===== src/phy_led_regs.vh =====
// Register offsets, field positions, reset values and timing for the block
`ifndef PHY_LED_REGS_VH
`define PHY_LED_REGS_VH
// ==========================================================
// Register offsets
`define STATUS_CHANGE_FLAGS_OFS 5'h13
`define LED_CONFIGURATION_OFS 5'h14
`define IRQ_MASK_OFS 5'h12
// ==========================================================
// Status change fields
`define AUTONEG_FINISHED_BIT 7
`define SPEED_CHANGED_BIT 6
`define DUPLEX_CHANGED_BIT 5
`define LINK_CHANGED_BIT 4
`define MGMT_IRQ_PENDING_BIT 2
// ==========================================================
// Interrupt mask fields
`define AUTONEG_MASK_BIT 7
`define SPEED_MASK_BIT 6
`define DUPLEX_MASK_BIT 5
`define LINK_MASK_BIT 4
`define GLOBAL_IRQ_ENABLE_BIT 1
`define FORCE_IRQ_BIT 0
`define IRQ_MASK_RESET 16'h0000
// ==========================================================
// LED configuration fields
`define FIRST_SEL_MSB 15
`define FIRST_SEL_LSB 12
`define SECOND_SEL_MSB 11
`define SECOND_SEL_LSB 8
`define THIRD_SEL_MSB 7
`define THIRD_SEL_LSB 4
`define STRETCH_DUR_MSB 3
`define STRETCH_DUR_LSB 2
`define STRETCH_EN_BIT 1
`define LED_CONFIGURATION_RESET 16'h0422
// ==========================================================
// Selector codes
`define SEL_SPEED 4'h0
`define SEL_TX 4'h1
`define SEL_RX 4'h2
`define SEL_COL 4'h3
`define SEL_LINK 4'h4
`define SEL_DUPLEX 4'h5
`define SEL_UNUSED_A 4'h6
`define SEL_ACT 4'h7
`define SEL_ON 4'h8
`define SEL_OFF 4'h9
`define SEL_FAST 4'hA
`define SEL_SLOW 4'hB
`define SEL_LINK_RX 4'hC
`define SEL_LINK_ACT 4'hD
`define SEL_DUP_COL 4'hE
// ==========================================================
// Timing in ms and ns, clock period in ns
`define CLOCK_PERIOD_NS 5
`define STRETCH_30_MS 30
`define STRETCH_60_MS 60
`define STRETCH_100_MS 100
`define NS_PER_MS 1000000
`define FAST_BLINK_MS 50
`define SLOW_BLINK_MS 250
`endif


===== src/led_channel.v =====
// One LED output: source selection, stretching and combined display
`timescale 1ns/1ps
`default_nettype none
`include "phy_led_regs.vh"
module led_channel (
  // Clock and reset
  input wire clock,
  input wire rstn,
  // Configuration
  input wire [3:0] sel,
  input wire stretch_en,
  input wire [31:0] stretch_cycles,
  // Status sources
  input wire speed_100,
  input wire tx_act,
  input wire rx_act,
  input wire col_act,
  input wire link_up,
  input wire full_duplex,
  input wire fast_blink,
  input wire slow_blink,
  // LED, high means lit
  output reg led_on
);
  // ==========================================================
  // Event source for stretched selections
  reg event_in;
  reg combined;
  reg [31:0] cnt_q;
  reg [31:0] cnt_d;
  reg stretched;
  reg led_d;
  always @* begin
    combined = (sel == `SEL_LINK_RX) || (sel == `SEL_LINK_ACT) ||
      (sel == `SEL_DUP_COL);
    case (sel)
      `SEL_TX: event_in = tx_act;
      `SEL_RX: event_in = rx_act;
      `SEL_COL: event_in = col_act;
      `SEL_ACT: event_in = tx_act | rx_act;
      `SEL_LINK_RX: event_in = rx_act;
      `SEL_LINK_ACT: event_in = tx_act | rx_act;
      `SEL_DUP_COL: event_in = col_act;
      default: event_in = 1'b0;
    endcase
  end
  // ==========================================================
  // Stretch timer
  // combined always stretched
  always @* begin
    if (event_in) begin
      cnt_d = stretch_cycles;
    end else if (cnt_q != 32'h0) begin
      cnt_d = cnt_q - 32'h1;
    end else begin
      cnt_d = 32'h0;
    end
    if (combined || stretch_en) begin
      stretched = event_in || (cnt_q != 32'h0);
    end else begin
      stretched = event_in;
    end
  end
  // ==========================================================
  // Output selection
  // selector decode
  always @* begin
    case (sel)
      `SEL_SPEED: led_d = speed_100;
      `SEL_TX: led_d = stretched;
      `SEL_RX: led_d = stretched;
      `SEL_COL: led_d = stretched;
      `SEL_LINK: led_d = link_up;
      `SEL_DUPLEX: led_d = full_duplex;
      `SEL_ACT: led_d = stretched;
      `SEL_ON: led_d = 1'b1;
      `SEL_OFF: led_d = 1'b0;
      `SEL_FAST: led_d = fast_blink;
      `SEL_SLOW: led_d = slow_blink;
      `SEL_LINK_RX: led_d = link_up ^ (stretched & fast_blink);
      `SEL_LINK_ACT: led_d = link_up ^ (stretched & fast_blink);
      `SEL_DUP_COL: led_d = full_duplex ^ (stretched & fast_blink);
      // unused codes leave the LED dark
      default: led_d = 1'b0;
    endcase
  end
  always @(posedge clock or negedge rstn) begin
    if (!rstn) begin
      cnt_q <= 32'h0;
      led_on <= 1'b0;
    end else begin
      cnt_q <= cnt_d;
      led_on <= led_d;
    end
  end
endmodule
`default_nettype wire


===== src/phy_status_led.v =====
// Status change and LED configuration registers of the PHY
`timescale 1ns/1ps
`default_nettype none
`include "phy_led_regs.vh"
module phy_status_led #(
  parameter STRETCH_30_CYC =
    `STRETCH_30_MS * (`NS_PER_MS / `CLOCK_PERIOD_NS),
  parameter STRETCH_60_CYC =
    `STRETCH_60_MS * (`NS_PER_MS / `CLOCK_PERIOD_NS),
  parameter STRETCH_100_CYC =
    `STRETCH_100_MS * (`NS_PER_MS / `CLOCK_PERIOD_NS),
  parameter FAST_HALF_CYC =
    `FAST_BLINK_MS * (`NS_PER_MS / `CLOCK_PERIOD_NS),
  parameter SLOW_HALF_CYC =
    `SLOW_BLINK_MS * (`NS_PER_MS / `CLOCK_PERIOD_NS)
) (
  // Clock and reset
  input wire clock,
  input wire rstn,
  // Register port
  input wire [4:0] addr,
  input wire [15:0] wdata,
  input wire wr,
  input wire rd,
  output reg [15:0] rdata,
  // Link status, from outside the clock domain
  input wire speed_100,
  input wire full_duplex,
  input wire link_up,
  input wire autoneg_done,
  input wire tx_act,
  input wire rx_act,
  input wire col_act,
  // Outputs
  output wire mgmt_irq_n,
  output wire [1:0] led_on
);
  // ==========================================================
  // Input synchronisers
  reg [6:0] meta_q;
  reg [6:0] sync_q;
  reg [3:0] prev_q;
  always @(posedge clock or negedge rstn) begin
    if (!rstn) begin
      meta_q <= 7'h00;
      sync_q <= 7'h00;
      prev_q <= 4'h0;
    end else begin
      meta_q <= {col_act, rx_act, tx_act, autoneg_done, link_up,
        full_duplex, speed_100};
      sync_q <= meta_q;
      prev_q <= sync_q[3:0];
    end
  end
  // Change detection compares against the level one edge older
  wire s_speed = sync_q[0];
  wire s_duplex = sync_q[1];
  wire s_link = sync_q[2];
  wire s_an = sync_q[3];
  // ==========================================================
  // Registers
  reg speed_changed_flag_q;
  reg duplex_changed_flag_q;
  reg link_changed_flag_q;
  reg autoneg_finished_flag_q;
  reg [15:0] irq_mask_q;
  reg [15:0] led_cfg_q;
  wire stat_rd = rd && (addr == `STATUS_CHANGE_FLAGS_OFS);
  wire speed_ev = s_speed ^ prev_q[0];
  wire duplex_ev = s_duplex ^ prev_q[1];
  wire link_ev = s_link ^ prev_q[2];
  wire an_rise = s_an & ~prev_q[3];
  // ==========================================================
  // Change flags
  reg speed_changed_flag_d;
  reg duplex_changed_flag_d;
  reg link_changed_flag_d;
  reg autoneg_finished_flag_d;
  // one read clears every flag
  // Set is applied after clear, so an event in the read cycle survives
  always @* begin
    speed_changed_flag_d = speed_changed_flag_q;
    if (stat_rd) begin
      speed_changed_flag_d = 1'b0;
    end
    if (speed_ev) begin
      speed_changed_flag_d = 1'b1;
    end
    duplex_changed_flag_d = duplex_changed_flag_q;
    if (stat_rd) begin
      duplex_changed_flag_d = 1'b0;
    end
    if (duplex_ev) begin
      duplex_changed_flag_d = 1'b1;
    end
    link_changed_flag_d = link_changed_flag_q;
    if (stat_rd) begin
      link_changed_flag_d = 1'b0;
    end
    if (link_ev) begin
      link_changed_flag_d = 1'b1;
    end
    autoneg_finished_flag_d = autoneg_finished_flag_q;
    if (stat_rd) begin
      autoneg_finished_flag_d = 1'b0;
    end
    if (an_rise) begin
      autoneg_finished_flag_d = 1'b1;
    end
    // A dropped negotiation takes the bit down at once
    if (!s_an) begin
      autoneg_finished_flag_d = 1'b0;
    end
  end
  always @(posedge clock or negedge rstn) begin
    if (!rstn) begin
      speed_changed_flag_q <= 1'b0;
      duplex_changed_flag_q <= 1'b0;
      link_changed_flag_q <= 1'b0;
      autoneg_finished_flag_q <= 1'b0;
    end else begin
      speed_changed_flag_q <= speed_changed_flag_d;
      duplex_changed_flag_q <= duplex_changed_flag_d;
      link_changed_flag_q <= link_changed_flag_d;
      autoneg_finished_flag_q <= autoneg_finished_flag_d;
    end
  end
  // ==========================================================
  // Writable registers
  reg [15:0] irq_mask_d;
  reg [15:0] led_cfg_d;
  always @* begin
    irq_mask_d = irq_mask_q;
    led_cfg_d = led_cfg_q;
    // Writes to read-only or unmapped offsets fall through unchanged
    if (wr && (addr == `IRQ_MASK_OFS)) begin
      irq_mask_d = wdata;
    end
    // Reserved bit 0 is kept at zero whatever is written
    if (wr && (addr == `LED_CONFIGURATION_OFS)) begin
      led_cfg_d = {wdata[15:1], 1'b0};
    end
  end
  always @(posedge clock or negedge rstn) begin
    if (!rstn) begin
      irq_mask_q <= `IRQ_MASK_RESET;
      led_cfg_q <= `LED_CONFIGURATION_RESET;
    end else begin
      irq_mask_q <= irq_mask_d;
      led_cfg_q <= led_cfg_d;
    end
  end
  // ==========================================================
  // Interrupt
  // mask and global enable
  wire irq_any = irq_mask_q[`GLOBAL_IRQ_ENABLE_BIT] & (
    (irq_mask_q[`SPEED_MASK_BIT] & speed_changed_flag_q) |
    (irq_mask_q[`DUPLEX_MASK_BIT] & duplex_changed_flag_q) |
    (irq_mask_q[`LINK_MASK_BIT] & link_changed_flag_q) |
    (irq_mask_q[`AUTONEG_MASK_BIT] & autoneg_finished_flag_q));
  // Force bit bypasses the global enable so software can test the pin
  wire irq_pend = irq_any | irq_mask_q[`FORCE_IRQ_BIT];
  assign mgmt_irq_n = ~irq_pend;
  // ==========================================================
  // Read data, one cycle after the strobe
  reg [15:0] rd_d;
  always @* begin
    rd_d = 16'h0000;
    case (addr)
      `STATUS_CHANGE_FLAGS_OFS: begin
        rd_d[`AUTONEG_FINISHED_BIT] = autoneg_finished_flag_q;
        rd_d[`SPEED_CHANGED_BIT] = speed_changed_flag_q;
        rd_d[`DUPLEX_CHANGED_BIT] = duplex_changed_flag_q;
        rd_d[`LINK_CHANGED_BIT] = link_changed_flag_q;
        rd_d[`MGMT_IRQ_PENDING_BIT] = irq_pend;
      end
      `LED_CONFIGURATION_OFS: rd_d = led_cfg_q;
      `IRQ_MASK_OFS: rd_d = irq_mask_q;
      default: rd_d = 16'h0000;
    endcase
  end
  always @(posedge clock or negedge rstn) begin
    if (!rstn) begin
      rdata <= 16'h0000;
    end else if (rd) begin
      rdata <= rd_d;
    end else begin
      rdata <= 16'h0000;
    end
  end
  // ==========================================================
  // Blink and stretch timing
  // blink rates from the internal clock
  reg [31:0] fast_cnt_q;
  reg [31:0] slow_cnt_q;
  reg fast_q;
  reg slow_q;
  reg [31:0] fast_cnt_d;
  reg [31:0] slow_cnt_d;
  reg fast_d;
  reg slow_d;
  // Free running, so a test blink starts in whatever phase it finds
  always @* begin
    fast_cnt_d = fast_cnt_q + 32'h1;
    fast_d = fast_q;
    if (fast_cnt_q >= FAST_HALF_CYC - 1) begin
      fast_cnt_d = 32'h0;
      fast_d = ~fast_q;
    end
    slow_cnt_d = slow_cnt_q + 32'h1;
    slow_d = slow_q;
    if (slow_cnt_q >= SLOW_HALF_CYC - 1) begin
      slow_cnt_d = 32'h0;
      slow_d = ~slow_q;
    end
  end
  always @(posedge clock or negedge rstn) begin
    if (!rstn) begin
      fast_cnt_q <= 32'h0;
      slow_cnt_q <= 32'h0;
      fast_q <= 1'b0;
      slow_q <= 1'b0;
    end else begin
      fast_cnt_q <= fast_cnt_d;
      slow_cnt_q <= slow_cnt_d;
      fast_q <= fast_d;
      slow_q <= slow_d;
    end
  end
  // stretch duration; reserved code uses the longest
  reg [31:0] stretch_cycles;
  always @* begin
    case (led_cfg_q[`STRETCH_DUR_MSB:`STRETCH_DUR_LSB])
      2'h0: stretch_cycles = STRETCH_30_CYC;
      2'h1: stretch_cycles = STRETCH_60_CYC;
      default: stretch_cycles = STRETCH_100_CYC;
    endcase
  end
  // ==========================================================
  // LED channels
  // combined modes in each channel
  led_channel first_led (
    .clock(clock),
    .rstn(rstn),
    .sel(led_cfg_q[`FIRST_SEL_MSB:`FIRST_SEL_LSB]),
    .stretch_en(led_cfg_q[`STRETCH_EN_BIT]),
    .stretch_cycles(stretch_cycles),
    .speed_100(s_speed),
    .tx_act(sync_q[4]),
    .rx_act(sync_q[5]),
    .col_act(sync_q[6]),
    .link_up(s_link),
    .full_duplex(s_duplex),
    .fast_blink(fast_q),
    .slow_blink(slow_q),
    .led_on(led_on[0])
  );
  led_channel second_led (
    .clock(clock),
    .rstn(rstn),
    .sel(led_cfg_q[`SECOND_SEL_MSB:`SECOND_SEL_LSB]),
    .stretch_en(led_cfg_q[`STRETCH_EN_BIT]),
    .stretch_cycles(stretch_cycles),
    .speed_100(s_speed),
    .tx_act(sync_q[4]),
    .rx_act(sync_q[5]),
    .col_act(sync_q[6]),
    .link_up(s_link),
    .full_duplex(s_duplex),
    .fast_blink(fast_q),
    .slow_blink(slow_q),
    .led_on(led_on[1])
  );
endmodule
`default_nettype wire


===== config.mk =====
export PLATFORM = sky130hd
export DESIGN_NAME = phy_status_led
export DESIGN_NICKNAME = d
export VERILOG_FILES = /design/src/led_channel.v /design/src/phy_status_led.v
export VERILOG_INCLUDE_DIRS = /design/src /design/src/src
export SDC_FILE = /design/constraint.sdc
export NUM_CORES = 1
export LEC_CHECK = 0
export ABC_AREA = 1
export ABC_CLOCK_PERIOD_IN_PS = 3500
export BUFFER_PORTS_ARGS = -buffer_cell sky130_fd_sc_hd__buf_2
export CAP_MARGIN = 10
export CORE_MARGIN = 3
export CORE_UTILIZATION = 47
export CTS_BUF_LIST = sky130_fd_sc_hd__clkbuf_8 sky130_fd_sc_hd__clkbuf_16
export DETAILED_ROUTE_END_ITERATION = 6
export GPL_ROUTABILITY_DRIVEN = 0
export PLACE_DENSITY = 0.67
export SLEW_MARGIN = 10
export SYNTH_ARGS = -nofsm -noshare
export SYNTH_HDL_FRONTEND = slang
export SYNTH_SLANG_ARGS = --single-unit

===== constraint.sdc =====
create_clock -name clock -period 3.5 [get_ports clock]
set_clock_uncertainty 0.2 [all_clocks]
set_input_delay 0.35 -clock clock [delete_from_list [all_inputs] [get_ports clock]]
set_output_delay 0.35 -clock clock [all_outputs]
set_load 0.02 [all_outputs]

==> results.yml, run 1 <==
status:
  outcome: "complete, no violations"
drt:
  drt_pre_antenna_iters: 5
  drt_wl_total_um: 22100
  drc_errors: 0
  ant_nets: 0
  avgRoutedWirePerCell_um: 13.7
  drt-initial-drc-count: 402
  num_vias: 8060
  viasPerCell: 5.00
placed_design:
  dp_hpwl_um: 15600
  numPlacedInstances: 1546
  placed_cell_area_um2: 10700
  io_buffers: 50
synthesis:
  yosys.cell_types.count: 45
  synth_edf_count: 0
  syn_inst: 1229
  async_flop_share: 1.00
  synth-seq-cells: 201
  synth_flop_cell: "dfrtp_1"
  syn_avg_cell_area_um2: 8.22
  ys_seq_area_frac: 0.498
  syn_area_um2: 10100
  yosysWarnings: 0
sta:
  min_period_over_period: 0.682
  hold_violations: 0
  slew_headroom: 0.355
  rsz0062_at_grt: "no"
  setup_tns_ns: 0
  setup_viol: 0
  tightest_slew_ns: 0.966
  fin_crit_ns: 2.39
  maxSlewViolCount: 0
  fmax_mhz: 419
setup_path:
  crit_family: "simple AND/OR/NAND/NOR gates"
  crit_top_cell: "nand2_1"
  cp_slowest_cell: "dfstp_2"
  arrival_ns: 2.64
  cp.buffers_inverters: 0
  critPathMaxStageDelay_ns: 0.56
  critPathLaunchType: "flip-flop"
  end_kind: "flip-flop"
  worstPathMaxFanout: 27
  crit_chain: "nor2_1, nand2_1, nand2_1, nand2_1, nand2_1, nor2_2, nand2_2, a21oi_1, o21ai_0, nand2_1"
  worstPathRequired_ns: 3.75
  criticalPathCategory: "flip-flop to flip-flop"
pwr:
  leakagePower_nw: 5.35
  ir_drop_uv: 397
  total_power_mw: 6.98
  powerDensity_nw_per_um2: 596
cts:
  htree_levels: 1
  clk_latency_ns: 0.52
  cts_root_buf: "clkbuf_16"
  cts_buffers: 23
  cts_tree: "built"
  postCtsSetupBuffers: 0
  postCtsHoldBufs: 25
  clk_pin_slew_ns: 0.06
  clock-sinks: 201
  cts_resized: 0
  clk_path_buf_depth: 3
cells_and_area:
  area_growth_pct: 15.9
  final_cell_count_no_fill: 1613
  nets: 1364
  layout_commonest_cell: "nand2_1"
  drive_gt1_frac: 0.121
  final_core_util: 0.566
  layout_common_cells: "nand2_1 (252), nor2_1 (207), dfrtp_1 (198), inv_1 (143), o21ai_0 (71)"
  antenna_cells: 0
  final_area_um2: 11700
die:
  ios: 51
  die_x_um: 153
  start_util: 0.488
  fp.coreArea_um2: 20700
  dieArea_um2: 23300
  die_h_um: 153
  rows: 52
global_route:
  globalRouteTotalUtil: 0.189
  grt_pass1_wl_um: 37700
  grt_pass1_vias: 7913
  grt_start_max_net_pins: 74
  antenna_found_initial: 0
  grt-ovfl-total: 0
hold_path:
  hp-class: "input port to flip-flop"
job:
  drv_cap: 0
## where the power goes
group	leakage [nW]	total, mW	switching, mW	internal [mW]
Sequential	2.56	3.00	0.320	2.68
Clock	0.386	2.48	1.01	1.47
Combinational	2.40	1.50	0.958	0.542
Total	5.35	6.98	2.29	4.69
## registers in the layout (all words and copies together), names as in the netlist
register	count
sync_q	7
autoneg_finished_flag_q	1
link_changed_flag_q	1
slow_cnt_q	32
second_led.led_on	1
first_led.led_on	1
first_led.cnt_q	32
speed_changed_flag_q	1
prev_q	4
meta_q	7
rdata	16
slow_q	1
duplex_changed_flag_q	1
second_led.cnt_q	32
irq_mask_q	16
led_cfg_q	15
fast_q	1
fast_cnt_q	32
## final cells by class
cell class                 count  area (µm²)
sequential                   201        5030
clock inverter                18         206
fill                        1903        8980
timing repair buffer          79         552
clock buffer                  24         589
tap                          270         338
multi-input combinational    875        4440
inverter                     146         548
## stage by stage
stage	hold WS, ns	setup WS, ns
2_1_floorplan	-0.146	1.69
3_3_place_gp	0.133	1.21
3_5_place_dp	0.139	1.14
4_1_cts	0.0737	1.11
5_1_grt	0.123	0.822
6_report	0.0997	1.11
## worst paths after layout
kind                                                 from                             end  slack, ns  cells after the start
worst max-delay path            led_cfg_q[10]$_DFFE_PN1P_  second_led.cnt_q[18]$_DFF_PN0_       1.11                     10
worst min-delay path                              addr[0]              rdata[2]$_DFF_PN0_        0.1                      5
worst max register to register  led_cfg_q[10]$_DFFE_PN1P_  second_led.cnt_q[18]$_DFF_PN0_       1.11                     10
worst min register to register        meta_q[3]$_DFF_PN0_             sync_q[3]$_DFF_PN0_       0.15                      0
max in group asynchronous                            rstn        led_cfg_q[5]$_DFFE_PN1P_       2.03                      3
min in group asynchronous                            rstn  second_led.cnt_q[31]$_DFF_PN0_       0.19                      2
## worst register-to-register path: cells and delay by family (launching register included)
family	cells	cell delay, ns
AOI/OAI and AO/OA	2	0.32
DFF	1	0.56
and+or+nand+nor	8	1.24
## synth_stat cells (7+ instances only)
cell type,count,share of area
o21ai_0,71,0.035
nand4_1,27,0.017
nor3_2,8,0.0079
a21oi_1,24,0.012
dfrtp_1,198,0.49
nand3_1,67,0.033
xor2_1,49,0.042
nand2_1,252,0.094
inv_1,141,0.052
buf_4,9,0.0067
nor2_2,15,0.0093
nand2_2,10,0.0062
o21ai_1,10,0.0050
o22ai_1,10,0.0062
xnor2_1,22,0.019
nor2_1,207,0.077
clkbuf_1,7,0.0026
nor3_1,25,0.012
nor2_4,13,0.014
nor4_1,7,0.0043
## cells by family (layout without fill, tap and decap cells)
| kind of cell | after synthesis | count (layout) | share of synthesized area |
|---|---|---|---|
| XOR/XNOR | 71 | 71 | 0.0616 |
| AO/OA/AOI/OAI | 130 | 130 | 0.0697 |
| AND/OR/NAND/NOR | 654 | 654 | 0.296 |
| adder cells (fa/ha/maj) | 6 | 6 | 0.00743 |
| flip-flops | 201 | 201 | 0.498 |
| buffers and inverters | 166 | 267 | 0.0668 |
| other | 1 | 14 | 0.000371 |
## routing by layer
layer | up-vias | GRT usage | part of all wire
met3 | 39 | 0.0298 | 0.043
met5 | - | 0 | 0
li1 | 4119 | - | -
met4 | 0 | 0.0437 | 0.022
met2 | 144 | 0.311 | 0.46
met1 | 3758 | 0.266 | 0.47
Power figures use the tool's default switching activity.
==> run 2, diff against run 1 <==
Settings changed: ABC_CLOCK_PERIOD_IN_PS 3500 to 2000, PLACE_DENSITY 0.67 to 0.69.
Clock period 3.5 ns to 2 ns, I/O delays scaled along.
==> run 2 against run 1 <==
Effect of this change:
- final area up 6.2%
- global-route usage up 0.97 points
- largest cell class unchanged
- utilization up 3.5 points
- highest routed layer unchanged
==> results.yml, run 2 (synthesis gave the netlist of run 1 again) <==
cells_and_area:
  drive_gt1_frac: 0.182
  layout_commonest_cell: "nand2_1"
  layout_common_cells: "nand2_1 (244), dfrtp_1 (195), nor2_1 (193), inv_1 (134), nand3_1 (67)"
  antenna_cells: 0
  nets: 1420
  area_growth_pct: 23.1
  final_cell_count_no_fill: 1668
  final_core_util: 0.601
drt:
  drt_wl_total_um: 23700
  drt_pre_antenna_iters: 5
  drc_errors: 0
  num_vias: 8405
  ant_nets: 0
  avgRoutedWirePerCell_um: 14.2
  drt-initial-drc-count: 429
  viasPerCell: 5.04
sta:
  setup_viol: 0
  maxSlewViolCount: 0
  hold_violations: 0
  holdWs_ns: 0.0631
  setup_tns_ns: 0
  fin_crit_ns: 1.93
  min_period_over_period: 0.964
  fmax_mhz: 519
die:
  start_util: 0.488
  ios: 51
  dieArea_um2: 23300
  die_x_um: 153
  die_h_um: 153
  fp.coreArea_um2: 20700
  rows: 52
pwr:
  leakagePower_nw: 5.67
  seqPwrFrac: 0.416
  internal_power_mw: 8.50
  total_power_mw: 12.7
  p_comb_frac: 0.244
  switching_power_mw: 4.18
  p_sw_frac: 0.330
  ir_drop_uv: 736
  powerDensity_nw_per_um2: 1020
  clkPwrFrac: 0.340
cts:
  clk_latency_ns: 0.53
  cts_buffers: 23
  clk_path_buf_depth: 3
  cts_tree: "built"
  htree_levels: 1
  clk_pin_slew_ns: 0.06
  clock-sinks: 201
  cts_root_buf: "clkbuf_16"
setup_path:
  cp_slowest_cell: "dfrtp_1"
  criticalPathCategory: "flip-flop to output pin"
  critPathMaxStageDelay_ns: 0.39
  worstPathRequired_ns: 1.60
  crit_chain: "a22o_1, nor2_2, o21ai_2, inv_1, buf_2"
  worstPathMaxFanout: 3
  cp.buffers_inverters: 2
  end_kind: "output pin"
  crit_family: "flip-flops"
  arrival_ns: 1.53
  critPathLaunchType: "flip-flop"
global_route:
  antenna_found_initial: 0
  grt-ovfl-total: 0
  globalRouteTotalUtil: 0.199
  grt_start_max_net_pins: 70
  grt_pass1_wl_um: 39500
  grt_pass1_vias: 8275
status:
  outcome: "complete, no violations"
placed_design:
  numPlacedInstances: 1580
  dp_hpwl_um: 16500
  io_buffers: 50
job:
  drv_cap: 0
hold_path:
  hp-class: "input port to async pin"
[run 2: changes by cell type in the layout (fill, tap and decap cells not counted), sizes merged]
cell and delta:
buf +48, dlygate4sd3 +8, clkinv -2, inv +1
[run 2: through the flow]
stage / cell area [µm²] / worst slack, ns
floorplan: 10100 / 0.188
global placement: 11000 / 0.00376
detailed placement: 11000 / 0.0152
CTS: 12100 / 0.00157
global route: 12400 / -0.0563
finish: 12400 / 0.0716
[run 2: worst register-to-register path, stage by stage (launching register included)]
cell     delay [ns]
dfstp_2        0.57
nor2_1         0.09
and3_1         0.17
nand2_1        0.06
nand2_1        0.08
nor2_4         0.21
nand2_4        0.11
buf_4          0.18
nor3_1         0.17
[run 2: timing repair]
action / CTS / global route
hold buffers: 34 / 0
resized for setup: 3 / 64
pin swaps: 0 / 17
setup endpoints to repair: 2 / 80
buffers inserted: 0 / 13
hold endpoints to repair: 248 / 0
[run 2: area by class of cell]
type                            count  area [µm²]
Clock buffer                       24         589
Sequential cell                   201        5040
Multi-Input combinational cell    875        4620
Timing Repair Buffer              135        1100
Clock inverter                     17         194
Tap cell                          270         338
Inverter                          146         548
Fill cell                        1823        8260
[run 2: final timing paths]
check | start | endpoint | slack [ns] | cells after the start
worst max-delay path | autoneg_finished_flag_q$_DFFE_PN0P_ | mgmt_irq_n | 0.07 | 5
max in group asynchronous | rstn | led_cfg_q[5]$_DFFE_PN1P_ | 1.16 | 3
worst min register to register | meta_q[0]$_DFF_PN0_ | sync_q[0]$_DFF_PN0_ | 0.15 | 0
worst min-delay path | rstn | second_led.cnt_q[7]$_DFF_PN0_ | 0.06 | 3
min in group clock | addr[1] | rdata[15]$_DFF_PN0_ | 0.09 | 7
worst max register to register | led_cfg_q[10]$_DFFE_PN1P_ | second_led.cnt_q[31]$_DFF_PN0_ | 0.08 | 8
[run 2: per-layer routing]
| metal | wire [µm] | GRT usage |
|---|---|---|
| met1 | 10700 | 0.271 |
| met2 | 11600 | 0.337 |
| met3 | 840 | 0.0284 |
| met4 | 535 | 0.0501 |
| met5 | 0 | 0 |
[run 2: power by group through the flow]
stage	Clock, mW	Sequential [mW]	Combinational (mW)
floorplan	0	5.18	2.07
global placement	0	5.29	2.77
detailed placement	0	5.30	2.83
CTS	4.39	5.24	2.92
global route	4.57	5.36	3.49
finish	4.31	5.27	3.10
